### src/core/clock_control_pkg.sv
// Purpose: Constants for the system clock divider control block
// Assumes: mclk is the main oscillator clock
// Notes:   Warm-up lengths are in main-clock periods
package clock_control_pkg;
   localparam logic [7:0] ctrl_reset     = 8'h00;
   localparam int         gate_bit       = 7;
   localparam int         halt_bit       = 6;
   localparam int         sel_hi         = 5;
   localparam int         sel_lo         = 3;
   localparam int         test_bit       = 2;
   localparam int         warm_hi        = 1;
   localparam int         warm_lo        = 0;
   localparam logic [2:0] sel_main_div32 = 3'h0;
   localparam logic [2:0] sel_main_div2  = 3'h4;
   localparam logic [2:0] sel_sub_div2   = 3'h7;
   // Longest warm-up is 2^18 periods; each select step halves it
   localparam int         warm_exp_max   = 18;
   localparam int         main_div_bits  = 5;
   localparam int         main_taps      = 10;
   localparam int         sub_taps       = 8;
   typedef enum logic [1:0] {st_run, st_stopped, st_warmup} clk_state_e;
endpackage

### src/core/system_clock_divider_control.sv
// Purpose: System clock select, stop/warm-up sequencing and prescalers
// Assumes: STOP and wake events come as one-cycle pulses on mclk
// Notes:   sub_clk_in is asynchronous and is synchronised before use
//          Reserved select codes keep the divider already in force
//          Main halt bit is an output only; mclk itself keeps running
// What this block does
// - Select field picks main/32..main/2 or sub/2
// - After reset run from main clock divided 32
// - Reset clears control register to zero
// - Top bit gates any system speed change
// - New select applies only on gated STOP
// - Bit six drives the main_osc_halt output
// - Wake waits 2^18..2^15 main periods by bits
// - Main prescaler ten taps, sub prescaler eight
`timescale 1ns/10ps
module system_clock_divider_control #(
   parameter int warm_exp_max = clock_control_pkg::warm_exp_max
) (
   input  wire logic                                   mclk,
   input  wire logic                                   resetn,
   input  wire logic                                   ctrl_wr,
   input  wire logic [7:0]                             ctrl_wdata,
   input  wire logic                                   stop_exec,
   input  wire logic                                   stop_release,
   input  wire logic                                   sub_clk_in,
   output logic      [7:0]                             ctrl_rdata,
   output logic                                        sys_clk,
   output logic                                        cpu_run,
   output logic                                        main_osc_halt,
   output logic      [clock_control_pkg::main_taps-1:0] main_prescaler_taps,
   output logic      [clock_control_pkg::sub_taps-1:0]  sub_prescaler_taps
);
   localparam int warm_w = warm_exp_max + 1;

   logic [7:0]                                    clock_change_control_reg;
   logic [2:0]                                    active_sel_reg;
   logic [2:0]                                    pending_sel_reg;
   logic                                          pending_valid_reg;
   clock_control_pkg::clk_state_e                 state_reg;
   logic [warm_w-1:0]                             warm_cnt_reg;
   logic [clock_control_pkg::main_div_bits-1:0]   main_div_reg;
   logic [clock_control_pkg::main_taps:0]         main_pre_reg;
   logic [clock_control_pkg::sub_taps-1:0]        sub_pre_reg;
   logic                                          sub_half_reg;
   logic                                          sub_sync1_reg;
   logic                                          sub_sync2_reg;
   logic                                          sub_prev_reg;

   // Legal select codes only; reserved codes leave the old divider
   function automatic logic sel_legal(input logic [2:0] s);
      return (s <= clock_control_pkg::sel_main_div2) || (s == clock_control_pkg::sel_sub_div2);
   endfunction

   // Warm-up length in mclk periods; each select step halves it
   function automatic logic [warm_w-1:0] warm_length(input logic [1:0] w);
      return warm_w'(1) << (warm_exp_max - int'(w));
   endfunction

   wire logic [2:0]        sel_field  = clock_change_control_reg[clock_control_pkg::sel_hi:clock_control_pkg::sel_lo];
   wire logic [1:0]        warm_field = clock_change_control_reg[clock_control_pkg::warm_hi:clock_control_pkg::warm_lo];
   wire logic              gate_on    = clock_change_control_reg[clock_control_pkg::gate_bit];
   wire logic              sub_rise   = sub_sync2_reg & ~sub_prev_reg;
   wire logic [warm_w-1:0] warm_len   = warm_length(warm_field);
   wire logic              warm_done  = (state_reg == clock_control_pkg::st_warmup) && (warm_cnt_reg == warm_len - 1'b1);
   wire logic [2:0]        div_index  = 3'(clock_control_pkg::sel_main_div2 - active_sel_reg);
   wire logic              main_tap   = main_div_reg[div_index];
   wire logic              sel_is_sub = (active_sel_reg == clock_control_pkg::sel_sub_div2);
   wire logic              run_next   = (state_reg == clock_control_pkg::st_run) && !stop_exec;
   wire logic              clk_next   = !run_next ? 1'b0 : (sel_is_sub ? sub_half_reg : main_tap);

   always_ff @(posedge mclk or negedge resetn) begin
      if (!resetn) begin
         clock_change_control_reg <= clock_control_pkg::ctrl_reset;
      end else if (ctrl_wr) begin
         clock_change_control_reg <= ctrl_wdata;
      end
   end

   always_ff @(posedge mclk or negedge resetn) begin
      if (!resetn) begin
         state_reg         <= clock_control_pkg::st_run;
         active_sel_reg    <= clock_control_pkg::sel_main_div32;
         pending_sel_reg   <= clock_control_pkg::sel_main_div32;
         pending_valid_reg <= 1'b0;
         warm_cnt_reg      <= '0;
      end else begin
         unique case (state_reg)
            clock_control_pkg::st_run: begin
               // Select and gate are captured at the STOP instant
               if (stop_exec) begin
                  state_reg         <= clock_control_pkg::st_stopped;
                  pending_sel_reg   <= sel_field;
                  pending_valid_reg <= gate_on && sel_legal(sel_field);
               end
            end
            clock_control_pkg::st_stopped: begin
               warm_cnt_reg <= '0;
               if (stop_release) begin
                  state_reg <= clock_control_pkg::st_warmup;
               end
            end
            clock_control_pkg::st_warmup: begin
               warm_cnt_reg <= warm_cnt_reg + 1'b1;
               if (warm_done) begin
                  state_reg         <= clock_control_pkg::st_run;
                  pending_valid_reg <= 1'b0;
                  // Captured select applies only as warm-up ends
                  if (pending_valid_reg) begin
                     active_sel_reg <= pending_sel_reg;
                  end
               end
            end
         endcase
      end
   end

   // Divider restarts at the switch so the first new pulse is full length
   always_ff @(posedge mclk or negedge resetn) begin
      if (!resetn) begin
         main_div_reg <= '0;
      end else if (state_reg != clock_control_pkg::st_run) begin
         main_div_reg <= '0;
      end else begin
         main_div_reg <= main_div_reg + 1'b1;
      end
   end

   // Two-stage synchroniser for the asynchronous sub-clock pin
   always_ff @(posedge mclk or negedge resetn) begin
      if (!resetn) begin
         sub_sync1_reg <= 1'b0;
         sub_sync2_reg <= 1'b0;
         sub_prev_reg  <= 1'b0;
      end else begin
         sub_sync1_reg <= sub_clk_in;
         sub_sync2_reg <= sub_sync1_reg;
         sub_prev_reg  <= sub_sync2_reg;
      end
   end

   // Free-running, also through stop, so peripheral taps never pause
   always_ff @(posedge mclk or negedge resetn) begin
      if (!resetn) begin
         main_pre_reg <= '0;
      end else begin
         main_pre_reg <= main_pre_reg + 1'b1;
      end
   end

   always_ff @(posedge mclk or negedge resetn) begin
      if (!resetn) begin
         sub_pre_reg <= '0;
      end else if (sub_rise) begin
         sub_pre_reg <= sub_pre_reg + 1'b1;
      end
   end

   // Sub/2 source toggles on each synchronised sub-clock rising edge
   always_ff @(posedge mclk or negedge resetn) begin
      if (!resetn) begin
         sub_half_reg <= 1'b0;
      end else if (sub_rise) begin
         sub_half_reg <= ~sub_half_reg;
      end
   end

   always_ff @(posedge mclk or negedge resetn) begin
      if (!resetn) begin
         ctrl_rdata <= clock_control_pkg::ctrl_reset;
      end else begin
         ctrl_rdata <= clock_change_control_reg;
      end
   end

   always_ff @(posedge mclk or negedge resetn) begin
      if (!resetn) begin
         sys_clk <= 1'b0;
      end else begin
         sys_clk <= clk_next;
      end
   end

   always_ff @(posedge mclk or negedge resetn) begin
      if (!resetn) begin
         cpu_run <= 1'b1;
      end else begin
         cpu_run <= run_next;
      end
   end

   always_ff @(posedge mclk or negedge resetn) begin
      if (!resetn) begin
         main_osc_halt <= 1'b0;
      end else begin
         main_osc_halt <= clock_change_control_reg[clock_control_pkg::halt_bit];
      end
   end

   // One registered output flop per main prescaler tap
   for (genvar t = 0; t < clock_control_pkg::main_taps; t++) begin : g_main_tap
      always_ff @(posedge mclk or negedge resetn) begin
         if (!resetn) begin
            main_prescaler_taps[t] <= 1'b0;
         end else begin
            main_prescaler_taps[t] <= main_pre_reg[t+1];
         end
      end
   end

   // One registered output flop per sub prescaler tap
   for (genvar u = 0; u < clock_control_pkg::sub_taps; u++) begin : g_sub_tap
      always_ff @(posedge mclk or negedge resetn) begin
         if (!resetn) begin
            sub_prescaler_taps[u] <= 1'b0;
         end else begin
            sub_prescaler_taps[u] <= sub_pre_reg[u];
         end
      end
   end
endmodule

### config.mk
export PLATFORM = sky130hd
export DESIGN_NAME = system_clock_divider_control
export DESIGN_NICKNAME = d
export VERILOG_FILES = /design/src/core/clock_control_pkg.sv /design/src/core/system_clock_divider_control.sv
export SDC_FILE = /design/constraint.sdc
export NUM_CORES = 1
export LEC_CHECK = 0
export BUFFER_PORTS_ARGS = -buffer_cell sky130_fd_sc_hd__buf_2
export CELL_PAD_IN_SITES_DETAIL_PLACEMENT = 0
export CELL_PAD_IN_SITES_GLOBAL_PLACEMENT = 1
export CORE_MARGIN = 10
export CORE_UTILIZATION = 40
export CTS_BUF_LIST = sky130_fd_sc_hd__clkbuf_16
export CTS_CLUSTER_SIZE = 40
export DETAILED_ROUTE_END_ITERATION = 16
export PLACE_DENSITY = 0.66
export SLEW_MARGIN = 5
export SYNTH_ARGS = -nofsm -noshare
export SYNTH_HDL_FRONTEND = slang
export SYNTH_SLANG_ARGS = --single-unit
### constraint.sdc
create_clock -name mclk -period 2.6 [get_ports mclk]
set_input_delay 0.26 -clock mclk [delete_from_list [all_inputs] [get_ports mclk]]
set_output_delay 0.26 -clock mclk [all_outputs]
set_load 0.02 [all_outputs]
# --- Word-level counts from Yosys, hierarchy flattened ---
# Index checks and enable logic that the tools add are counted.
word_totals:
  output_inout_bits: 29
  elab_cells: 82
  regBits: 93
classes:
  n_eq_ne: 8
  shift: 1
  n_lt_le_gt_ge: 2
  n_mux: 13
  reduce_logical: 13
  n_bitwise: 3
  n_addsub: 7
ops:
  columns: ["operator", "count"]
  rows:
  - ["19-bit case mux with 2 select lines", 1]
  - ["1-bit by 32-bit left shift with 19-bit output (first input constant)", 1]
  - ["19-bit by 1-bit adder with 19-bit output (second input constant)", 1]
  - ["19-bit equality test", 1]
  - ["19-bit by 1-bit subtractor with 19-bit output (second input constant)", 1]
  - ["11-bit by 1-bit adder with 11-bit output (second input constant)", 1]
  - ["3-bit AND reduction", 3]
  - ["8-bit by 1-bit adder with 8-bit output (second input constant)", 1]
  - ["3-bit equality test (second input constant)", 2]
  - ["2-bit two-way mux", 3]
  - ["2-bit inequality test (second input constant)", 3]
  - ["2-bit case mux with 3 select lines", 1]
  - ["2-bit nonzero test", 3]
  - ["5-bit by 2-bit subtractor with 6-bit output (first input constant)", 1]
  - ["5-bit by 1-bit adder with 5-bit output (second input constant)", 1]
  - ["1-bit two-way mux", 5]
  - ["5-bit two-way mux", 1]
  - ["3-bit by 4-bit less-than comparator with 1-bit output (second input constant)", 1]
  - ["1-bit binary-select mux with 3-bit select", 1]
  - ["3-bit less-or-equal comparator (second input constant)", 1]
  - ["1-bit logical AND", 3]
  - ["3-bit subtractor (first input constant)", 1]
  - ["2-bit by 1-bit equality test with 1-bit output (second input constant)", 1]
  - ["2-bit equality test (second input constant)", 1]
  - ["other kinds (7)", 8]

# --- Longest topological paths before layout ---
# Gate-level depths: netlist of run 1.
logic_depth:
  depth_word: 7
  mapped_depth: 7

# --- Worst setup path after synthesis of run 1 ---
# No wires, ideal clock.
synth_timing:
  path_type: "register to register"
  from: "register state_reg[0]"
  to: "register warm_cnt_reg[18]"
  arrival_ns: 1.879
  stages_incl_launch_ff: 7
  n_path_buf: 0
  required_time_ns: 2.523
  synth_period_minus_slack_ns: 1.957
  setup_slack_ns: 0.643
  cell_sequence: "dfrtp_1 inv_1 ha_1 nand3_1 or3_2 or4_1 a21oi_1"
synth_via:
  elab_chain_cells: 2
  word_cells_on_any_way: 4
synth_lines:
  columns: ["element", "line", "source"]
  rows:
  - ["from (decl)", "system_clock_divider_control.sv:39", "clock_control_pkg::clk_state_e state_reg;"]
  - ["from (signal assigned)", "system_clock_divider_control.sv:81", "state_reg <= clock_control_pkg::st_run;"]
  - ["from (signal assigned)", "system_clock_divider_control.sv:91", "state_reg <= clock_control_pkg::st_stopped;"]
  - ["from (signal assigned)", "system_clock_divider_control.sv:99", "state_reg <= clock_control_pkg::st_warmup;"]
  - ["2-bit equality test / 2-bit by 1-bit equality test with 1-bit output (equally long branches)", "system_clock_divider_control.sv:87", "unique case (state_reg)"]
  - ["19-bit case mux with 2 select lines / 2-bit nonzero test (equally long branches)", null, null]
  - ["to (signal assigned)", "system_clock_divider_control.sv:103", "warm_cnt_reg <= warm_cnt_reg + 1'b1;"]
  - ["to (decl)", "system_clock_divider_control.sv:40", "logic [warm_w-1:0] warm_cnt_reg;"]
# Parallel ways exist; a longest one is shown, timed or not.
# A chain may end at the register's enable or synchronous reset.

# --- Worst setup path after layout of run 1 ---
# Ends and elaborated chain as after synthesis.

==> out/metrics.yaml, run 1 <==
synthesis:
  synth-adder-area-share: 0.0360
  synthDistinctLibCells: 51
  synth_mux_area_frac: 0.0556
  synth_simple_gate_area_frac: 0.167
  async_flop_share: 1.00
  syn-mean-instance-area_sq_um: 12.4
  synth_xor_area_frac: 0.0687
  synth_top_family_by_area: "simple AND/OR/NAND/NOR gates"
  seq_area_frac_synth: 0.602
  dominantRegCellSynth: "dfrtp_1"
  synth_seq_cells: 92
  synth_compound_area_frac: 0.0510
  syn_nets: 334
  synth_cells: 309
  synth_edf_count: 0
  netlist_area_sq_um: 3820
  yosysWarnings: 0
timing:
  rsz0062_at_grt: "false"
  fin_crit_ns: 2.07
  timing.hold.ws_ns: 0.0271
  tns_ns: 0
  tightest_slew_ns: 0.507
  finalMaxSlewViolations: 0
  maxSlewHeadroom: 0.659
  hold_violations: 0
  skew_ns: 0.00521
  max_freq_ghz: 0.484
  period_share: 0.795
  setup_viol: 0
setup_path:
  max_stage_delay_ns: 0.49
  timing.critical_path.buf_inv: 1
  path_max_fanout: 4
  worst-setup-path-type: "reg -> reg"
  required_ns: 2.86
  cp.arrival_ns: 2.32
  crit_slowest_cell: "or3_2"
  crit_chain: "inv_1 > ha_1 > nand3_1 > or3_2 > or4_1 > a21oi_1"
  worst_setup_path_start_kind: "flop"
  cp-end-kind: "flop"
  cpLargestDelayFamily: "simple AND/OR/NAND/NOR gates"
placement:
  dpl_cell_area_sq_um: 4220
  port_buffers: 42
  hpwl_mm: 5.16
  dp.cells: 478
  place_congestion: 0.779
floorplan:
  ios: 43
  chipHeight_um: 118
  die_w_um: 118
  start_util: 0.412
  rows: 35
  core_sq_um: 9280
  die-area_sq_um: 13900
cells_and_area:
  finalNetCount: 386
  antenna_cells: 0
  fin_util: 0.488
  largest_reg_flops: 19
  finalInstanceArea_sq_um: 4530
  final_cells: 494
  drive_gt1_frac: 0.244
  syn2layout_area_growth_pct: 18.4
status:
  status: "finished clean"
clock_tree:
  cts_max_path_buffers: 2
  cts_sinks: 92
  cts_resized: 0
  cts_max_level: 3
  clk_latency_ns: 0.33
  cts.clk_slew.worst_paths_ns: 0.07
  cts_tree: "yes"
  cts_setup_buffers: 0
  cts_made_buffers: 9
  clock-root-buffer: "clkbuf_16"
routing:
  vias_per_cell: 4.96
  drt-total-wl_mm: 7.34
  detail-route-antenna-nets: 0
  first_iter_violations: 109
  num_vias: 2451
  drt-pass1-iter-count: 4
  drcViolationCount: 0
  routedWlPerCell_um: 14.9
min_path:
  min-delay-path-class: "in -> reg"
power:
  p_leak_uw: 0.00209
  powerDensity_nw_per_um2: 866
  vdd_drop_max_v: 0.000317
global_routing:
  grt_util_met1: 0.134
  grt_pass1_wl_mm: 12.2
  busiest_layer: "met2"
  grtUsageMet3: 0.0288
  grt_antenna_before_repair: 0
  overflow: 0
  grt_usage: 0.105
  first_global_vias: 2424
  met2_usage: 0.169
  grt_max_degree: 71
run:
  cap_viol_max_count: 0
cells in the mapped netlist (4+ instances only):
master | instances | area, sq um
o21ai_0 | 11 | 55.1
dfrtp_1 | 91 | 2280
nor3_1 | 6 | 30.0
and2_1 | 4 | 25.0
a21oi_1 | 4 | 20.0
and3_1 | 6 | 37.5
xnor2_1 | 20 | 175
ha_1 | 11 | 138
nor2_1 | 15 | 56.3
inv_1 | 12 | 45.0
mux2_2 | 12 | 135
nor2b_1 | 8 | 50.1
nand3_1 | 24 | 120
nand4_1 | 8 | 50.1
nand2_1 | 14 | 52.6
xor2_1 | 10 | 87.6
clkbuf_1 | 6 | 22.5
kinds of logic (layout without fill, tap and decap cells):
group	after synthesis	after routing
and+or+nand+nor	111	111
DFF	92	92
xor gates and xnor gates	30	30
AOI/OAI and AO/OA	29	29
buffers and inverters	19	75
muxes	17	17
adders and majority gates	11	11
through the flow:
stage,total power (uW),setup WS [ns]
final,3920,0.534
after global routing,4150,0.378
after CTS,3970,0.509
after detailed placement,2650,0.542
after global placement,2640,0.587
after floorplan,2340,0.643
routing by layer:
layer / up-vias / wire, um
li1: 1191 / -
met1: 1218 / 3480
met2: 35 / 3530
met3: 7 / 257
met4: 0 / 75
met5: - / 0
layout make-up:
cell class / count / area [sq um]
clock inverters: 6 / 72.6
multi-input cells: 198 / 1450
fillers: 865 / 4760
repair buffers: 48 / 273
clock buffers: 9 / 225
well taps: 129 / 161
flip-flops and latches: 92 / 2300
inverters: 12 / 45.0
cell usage in the layout (no fill, tap or decap), types with 5 or more instances in the layout:
cell type  count
clkbuf_16      9
mux2_2        12
xnor2_1       20
nand3_1       24
and3_1         6
o21ai_0       11
ha_1          11
buf_4          5
nor3_1         6
nor2b_1        8
nand4_1        8
buf_2         41
xor2_1        10
nand2_1       14
inv_1         12
dfrtp_1       91
nor2_1        15
repair_timing:
item,in CTS,in global routing
endpoints found under the setup margin,0,0
hold buffers,1,0
endpoints found under the hold margin,21,0
report_power, final:
| group | total, uW | internal [uW] | switching, uW |
|---|---|---|---|
| Clock | 1310 | 750 | 558 |
| Sequential | 1770 | 1630 | 146 |
| Combinational | 838 | 339 | 499 |
worst paths after layout:
check | from | end | slack, ns | depth (start not counted)
max | state_reg[0] | warm_cnt_reg[18] | 0.53 | 6
min | sub_clk_in | sub_sync1_reg | 0.03 | 1
max reg2reg | state_reg[0] | warm_cnt_reg[18] | 0.53 | 6
min reg2reg | sub_sync1_reg | sub_sync2_reg | 0.36 | 0
max in group asynchronous | resetn | warm_cnt_reg[12] | 1.56 | 3
min in group asynchronous | resetn | main_div_reg[3] | 0.37 | 2
Power figures use the tool's default switching activity.
==> run 2, diff against run 1 <==
Settings changed: ABC_AREA set to 1, PLACE_DENSITY 0.66 to 0.68.
Clock period 2.6 ns to 2 ns, I/O delays scaled along.
==> run 2 against run 1 <==
Net effect: core utilization is 0.067 points lower; largest cell class unchanged; critical path depth up 5; critical path type unchanged; highest routed layer unchanged; sequential power up 29%; synthesized cell count rose by 22%.
==> out/metrics.yaml, run 2 <==
status:
  status: "finished clean"
timing:
  fin_crit_ns: 1.72
  skew_ns: 0.0111
  rsz0062_at_grt: "false"
  tns_ns: 0
  hold_violations: 0
  setup_viol: 0
  max_freq_ghz: 0.581
  maxSlewHeadroom: 0.739
  tightest_slew_ns: 0.389
  finalMaxSlewViolations: 0
  period_share: 0.861
clock_tree:
  cts_made_buffers: 9
  cts_max_path_buffers: 2
  clk_latency_ns: 0.34
  cts_resized: 0
  cts_setup_buffers: 0
  cts_max_level: 3
  hold_buffers: 2
  clock-root-buffer: "clkbuf_16"
  cts.clk_slew.worst_paths_ns: 0.07
  cts_sinks: 92
  cts_tree: "yes"
cells_and_area:
  final_cells: 566
  finalNetCount: 457
  largest_reg_flops: 19
  layout_commonest_cell: "dfrtp_1"
  syn2layout_area_growth_pct: 18.4
  final_cell_mix: "91 x dfrtp_1, 69 x nand2_1, 48 x inv_1"
  antenna_cells: 0
  fin_util: 0.487
  drive_gt1_frac: 0.201
  nFillCells: 863
setup_path:
  path_max_fanout: 7
  cp.arrival_ns: 1.95
  worst-setup-path-type: "reg -> reg"
  worst_setup_path_start_kind: "flop"
  required_ns: 2.22
  worstSetupStartpoint: "state_reg[0]"
  crit_chain: "inv_1 > ha_1 > nand2_1 > nor2_1 > nand2_1 > nor2_2 > inv_1 > nor2_1 > nand3_1 > nand2_1 > nor2_1"
  cp-end-kind: "flop"
  cpLargestDelayFamily: "simple AND/OR/NAND/NOR gates"
  max_stage_delay_ns: 0.39
  timing.critical_path.buf_inv: 2
  reg2reg_from: "state_reg[0]"
  crit_slowest_cell: "dfrtp_1"
global_routing:
  grt_antenna_before_repair: 0
  grt_usage: 0.106
  first_global_vias: 2555
  grt_max_degree: 45
  grt_pass1_wl_mm: 12.3
  overflow: 0
floorplan:
  rows: 35
  core_sq_um: 9240
  die-area_sq_um: 13800
  die_w_um: 117
  chipHeight_um: 117
  start_util: 0.411
  ios: 43
synthesis:
  synthDistinctLibCells: 30
  synth_top_area_share: 0.599
  synth_edf_count: 0
  syn-mean-instance-area_sq_um: 10.1
  async_flop_share: 1.00
  seq_area_frac_synth: 0.606
  synth_cells: 377
  yosysWarnings: 0
  synth_seq_cells: 92
  synthTopCellsByArea: "dfrtp_1 60%, nand2_1 6.8%, inv_1 4.6%"
  synth_common_cells: "91 x dfrtp_1, 69 x nand2_1, 47 x inv_1"
  synth_top_cell_by_area: "dfrtp_1"
  dominantRegCellSynth: "dfrtp_1"
  syn_nets: 402
  netlist_area_sq_um: 3800
  yosysMostFrequentCell: "dfrtp_1"
routing:
  drt-met1-wl_mm: 3.34
  met2WireLength_mm: 3.29
  detail-route-antenna-nets: 0
  top_layer_used: "met4"
  first_iter_violations: 104
  vias_per_cell: 4.51
  wl_met3_um: 384
  routedWlPerCell_um: 12.5
  drt-pass1-iter-count: 4
  drt-total-wl_mm: 7.08
  drcViolationCount: 0
  num_vias: 2552
power:
  p_leak_uw: 0.00223
  vdd_drop_max_v: 0.000520
  powerDensity_nw_per_um2: 1100
placement:
  place_congestion: 0.824
  hpwl_mm: 5.23
  dp.cells: 548
  port_buffers: 42
min_path:
  hp-start: "stop_exec"
  min-delay-path-class: "in -> reg"
run:
  cap_viol_max_count: 0
## run 2: cells by family (layout without fill, tap and decap cells)
logic type,count (synthesis),in the layout,share of synthesized area
buf+inv,54,114,0.0546
compound gates,46,46,0.0619
fa+ha+maj,11,11,0.0362
simple gates,149,149,0.180
xor+xnor,20,20,0.0461
mux,5,5,0.0148
flops,92,92,0.606
## run 2: layout make-up
class	count	area (sq um)	share of cell area
repair buffers	47	268	0.0595
well taps	129	161	0.0359
multi-input cells	231	1290	0.287
inverters	51	191	0.0425
clock inverters	7	60.1	0.0133
flip-flops and latches	92	2300	0.512
clock buffers	9	225	0.0501
## run 2: metrics by stage
step                      worst slack [ns]  hold WS [ns]  area (sq um)  total power [uW]
after floorplan                      0.448       -0.0956          3800              3040
after global placement               0.322         0.135          4190              3390
after CTS                            0.264        0.0600          4500              5030
after global routing                0.0718        0.0669          4500              5290
final                                0.279        0.0700          4500              4960
after detailed placement             0.272         0.134          4190              3400
## run 2: metal layers
metal / track usage / up-vias
met1: 0.133 / 1205
li1: - / 1301
met2: 0.166 / 40
met4: 0.0348 / 0
met5: 0 / -
met3: 0.0398 / 6
## run 2: path summary, 6_finish.rpt
kind | end | slack (ns) | depth (start not counted)
worst max-delay path | warm_cnt_reg[17] | 0.28 | 11
worst min-delay path | cpu_run | 0.07 | 2
worst max register to register | warm_cnt_reg[17] | 0.28 | 11
worst min register to register | sub_sync2_reg | 0.36 | 0
max in group asynchronous | cpu_run | 1.01 | 3
min in group asynchronous | sub_prescaler_taps[5] | 0.31 | 2
## run 2: power by group
| part | total [uW] | switching, uW | internal (uW) | leakage, uW |
|---|---|---|---|---|
| logic | 1060 | 692 | 367 | 0.000904 |
| clock network | 1610 | 748 | 864 | 0.000141 |
| registers | 2290 | 170 | 2120 | 0.00119 |
==> run 3, diff against run 2 <==
Settings changed: CORE_UTILIZATION 40 to 30, PLACE_DENSITY 0.68 to 0.53.
==> run 3 against run 2 <==
Net effect: largest power group unchanged; largest cell class unchanged; global-route usage fell by 1.4 points; sequential share of layout area is 1.1 points lower; core utilization decreased by 12 points.
==> out/metrics.yaml, run 3 (synthesis results as in run 2) <==
global_routing:
  grt_antenna_before_repair: 0
  grt_usage: 0.0924
  overflow: 0
  grt_pass1_wl_mm: 13.3
  first_global_vias: 2613
  grt_max_degree: 38
floorplan:
  ios: 43
  die_w_um: 133
  rows: 41
  start_util: 0.304
  die-area_sq_um: 17600
  core_sq_um: 12500
  chipHeight_um: 133
cells_and_area:
  syn2layout_area_growth_pct: 21.1
  finalNetCount: 458
  layout_commonest_cell: "dfrtp_1"
  antenna_cells: 0
  register_area_sq_um: 2300
  largest_reg_flops: 19
  nFillCells: 1304
  drive_gt1_frac: 0.201
  final_cell_mix: "91 x dfrtp_1, 69 x nand2_1, 47 x inv_1"
  multi_input_area_sq_um: 1290
clock_tree:
  cts_tree: "yes"
  cts_max_level: 3
  cts_made_buffers: 9
  cts_resized: 0
  cts_max_path_buffers: 2
  cts_setup_buffers: 0
  clk_latency_ns: 0.33
  clock-root-buffer: "clkbuf_16"
  cts.clk_slew.worst_paths_ns: 0.06
  hold_buffers: 2
  cts_sinks: 92
timing:
  tightest_slew_ns: 0.415
  finalMaxSlewViolations: 0
  tns_ns: 0
  period_share: 0.852
  max_freq_ghz: 0.587
  skew_ns: 0.00693
  fin_ws_ns: 0.297
  rsz0062_at_grt: "false"
  fin_crit_ns: 1.70
  setup_viol: 0
  hold_violations: 0
  maxSlewHeadroom: 0.721
routing:
  drt-total-wl_mm: 7.51
  drcViolationCount: 0
  drt-pass1-iter-count: 4
  routedWlPerCell_um: 12.3
  num_vias: 2498
  first_iter_violations: 81
  detail-route-antenna-nets: 0
  vias_per_cell: 4.10
setup_path:
  path_max_fanout: 7
  worst_setup_path_start_kind: "flop"
  cp-end-kind: "flop"
  worst-setup-path-type: "reg -> reg"
  cp.arrival_ns: 1.93
  required_ns: 2.23
power:
  p_leak_uw: 0.00225
  clkPwrFrac: 0.346
  seqPwrFrac: 0.444
  powerDensity_nw_per_um2: 1120
  p_int_uw: 3590
  combPwrFrac: 0.210
  vdd_drop_max_v: 0.000427
  p_total_uw: 5170
  switching_share: 0.305
  net-switching-power_uw: 1580
run:
  cap_viol_max_count: 0
placement:
  port_buffers: 42
  place_congestion: 0.718
  hpwl_mm: 5.53
  dp_slack_ns: 0.271
min_path:
  min-delay-path-class: "in -> reg"
status:
  status: "finished clean"
-- run 3: changes by cell type in the layout (fill, tap and decap cells not counted) --
| cell | change |
|---|---|
| bufinv_16 | +2 |
| inv_1 | -1 |
| clkinv_1 | +1 |
| inv_8 | -2 |
| buf_12 | +1 |
| clkinv_4 | -1 |
-- run 3: power groups by stage --
| stage | logic (uW) | clock network [uW] | registers [uW] |
|---|---|---|---|
| after floorplan | 648 | 0 | 2390 |
| after global placement | 1100 | 0 | 2320 |
| after detailed placement | 1110 | 0 | 2330 |
| after CTS | 1120 | 1860 | 2300 |
| after global routing | 1280 | 1930 | 2330 |
| final | 1080 | 1790 | 2300 |
-- run 3: stage by stage --
stage | cell area (sq um) | util | hold slack (ns) | cells
detailed placement | 4270 | 0.341 | 0.177 | 592
floorplan | 3800 | - | -0.0956 | 377
finish | 4600 | 0.368 | 0.0734 | 609
CTS | 4600 | 0.368 | 0.0583 | 609
global placement | 4270 | 0.341 | 0.173 | 592
global route | 4600 | 0.368 | 0.0873 | 609
-- run 3: metal layers --
layer | vias to the layer above | track usage | routed length (um)
met5 | - | 0 | 0
li1 | 1301 | - | -
met3 | 9 | 0.0341 | 407
met4 | 0 | 0.0367 | 99
met1 | 1150 | 0.124 | 3780
met2 | 38 | 0.131 | 3230
-- run 3: path summary, 6_finish.rpt --
check                         startpoint          endpoint  slack (ns)  cells after the start
setup / recovery            state_reg[0]  warm_cnt_reg[18]        0.30                     11
hold / removal                 stop_exec           cpu_run        0.07                      2
setup reg to reg            state_reg[0]  warm_cnt_reg[18]        0.30                     11
hold reg to reg            sub_sync1_reg     sub_sync2_reg        0.35                      0
max in group asynchronous         resetn           cpu_run        1.11                      3
min in group asynchronous         resetn     sub_sync2_reg        0.34                      2
-- run 3: cell type report --
class | instances | share of cell area
inverters | 51 | 0.0416
multi-input cells | 231 | 0.280
well taps | 172 | 0.0468
repair buffers | 48 | 0.0625
clock buffers | 9 | 0.0489
clock inverters | 6 | 0.0193
flip-flops and latches | 92 | 0.501
-- run 3: critical path: stages (launching register included) --
cell	delay [ns]
dfrtp_1	0.39
inv_1	0.08
ha_1	0.39
nand2_1	0.14
inv_2	0.07
nand2_2	0.07
nor2_4	0.11
nand2_2	0.09
nor2_2	0.10
nand2_1	0.05
nand2_1	0.05
nor2_1	0.04
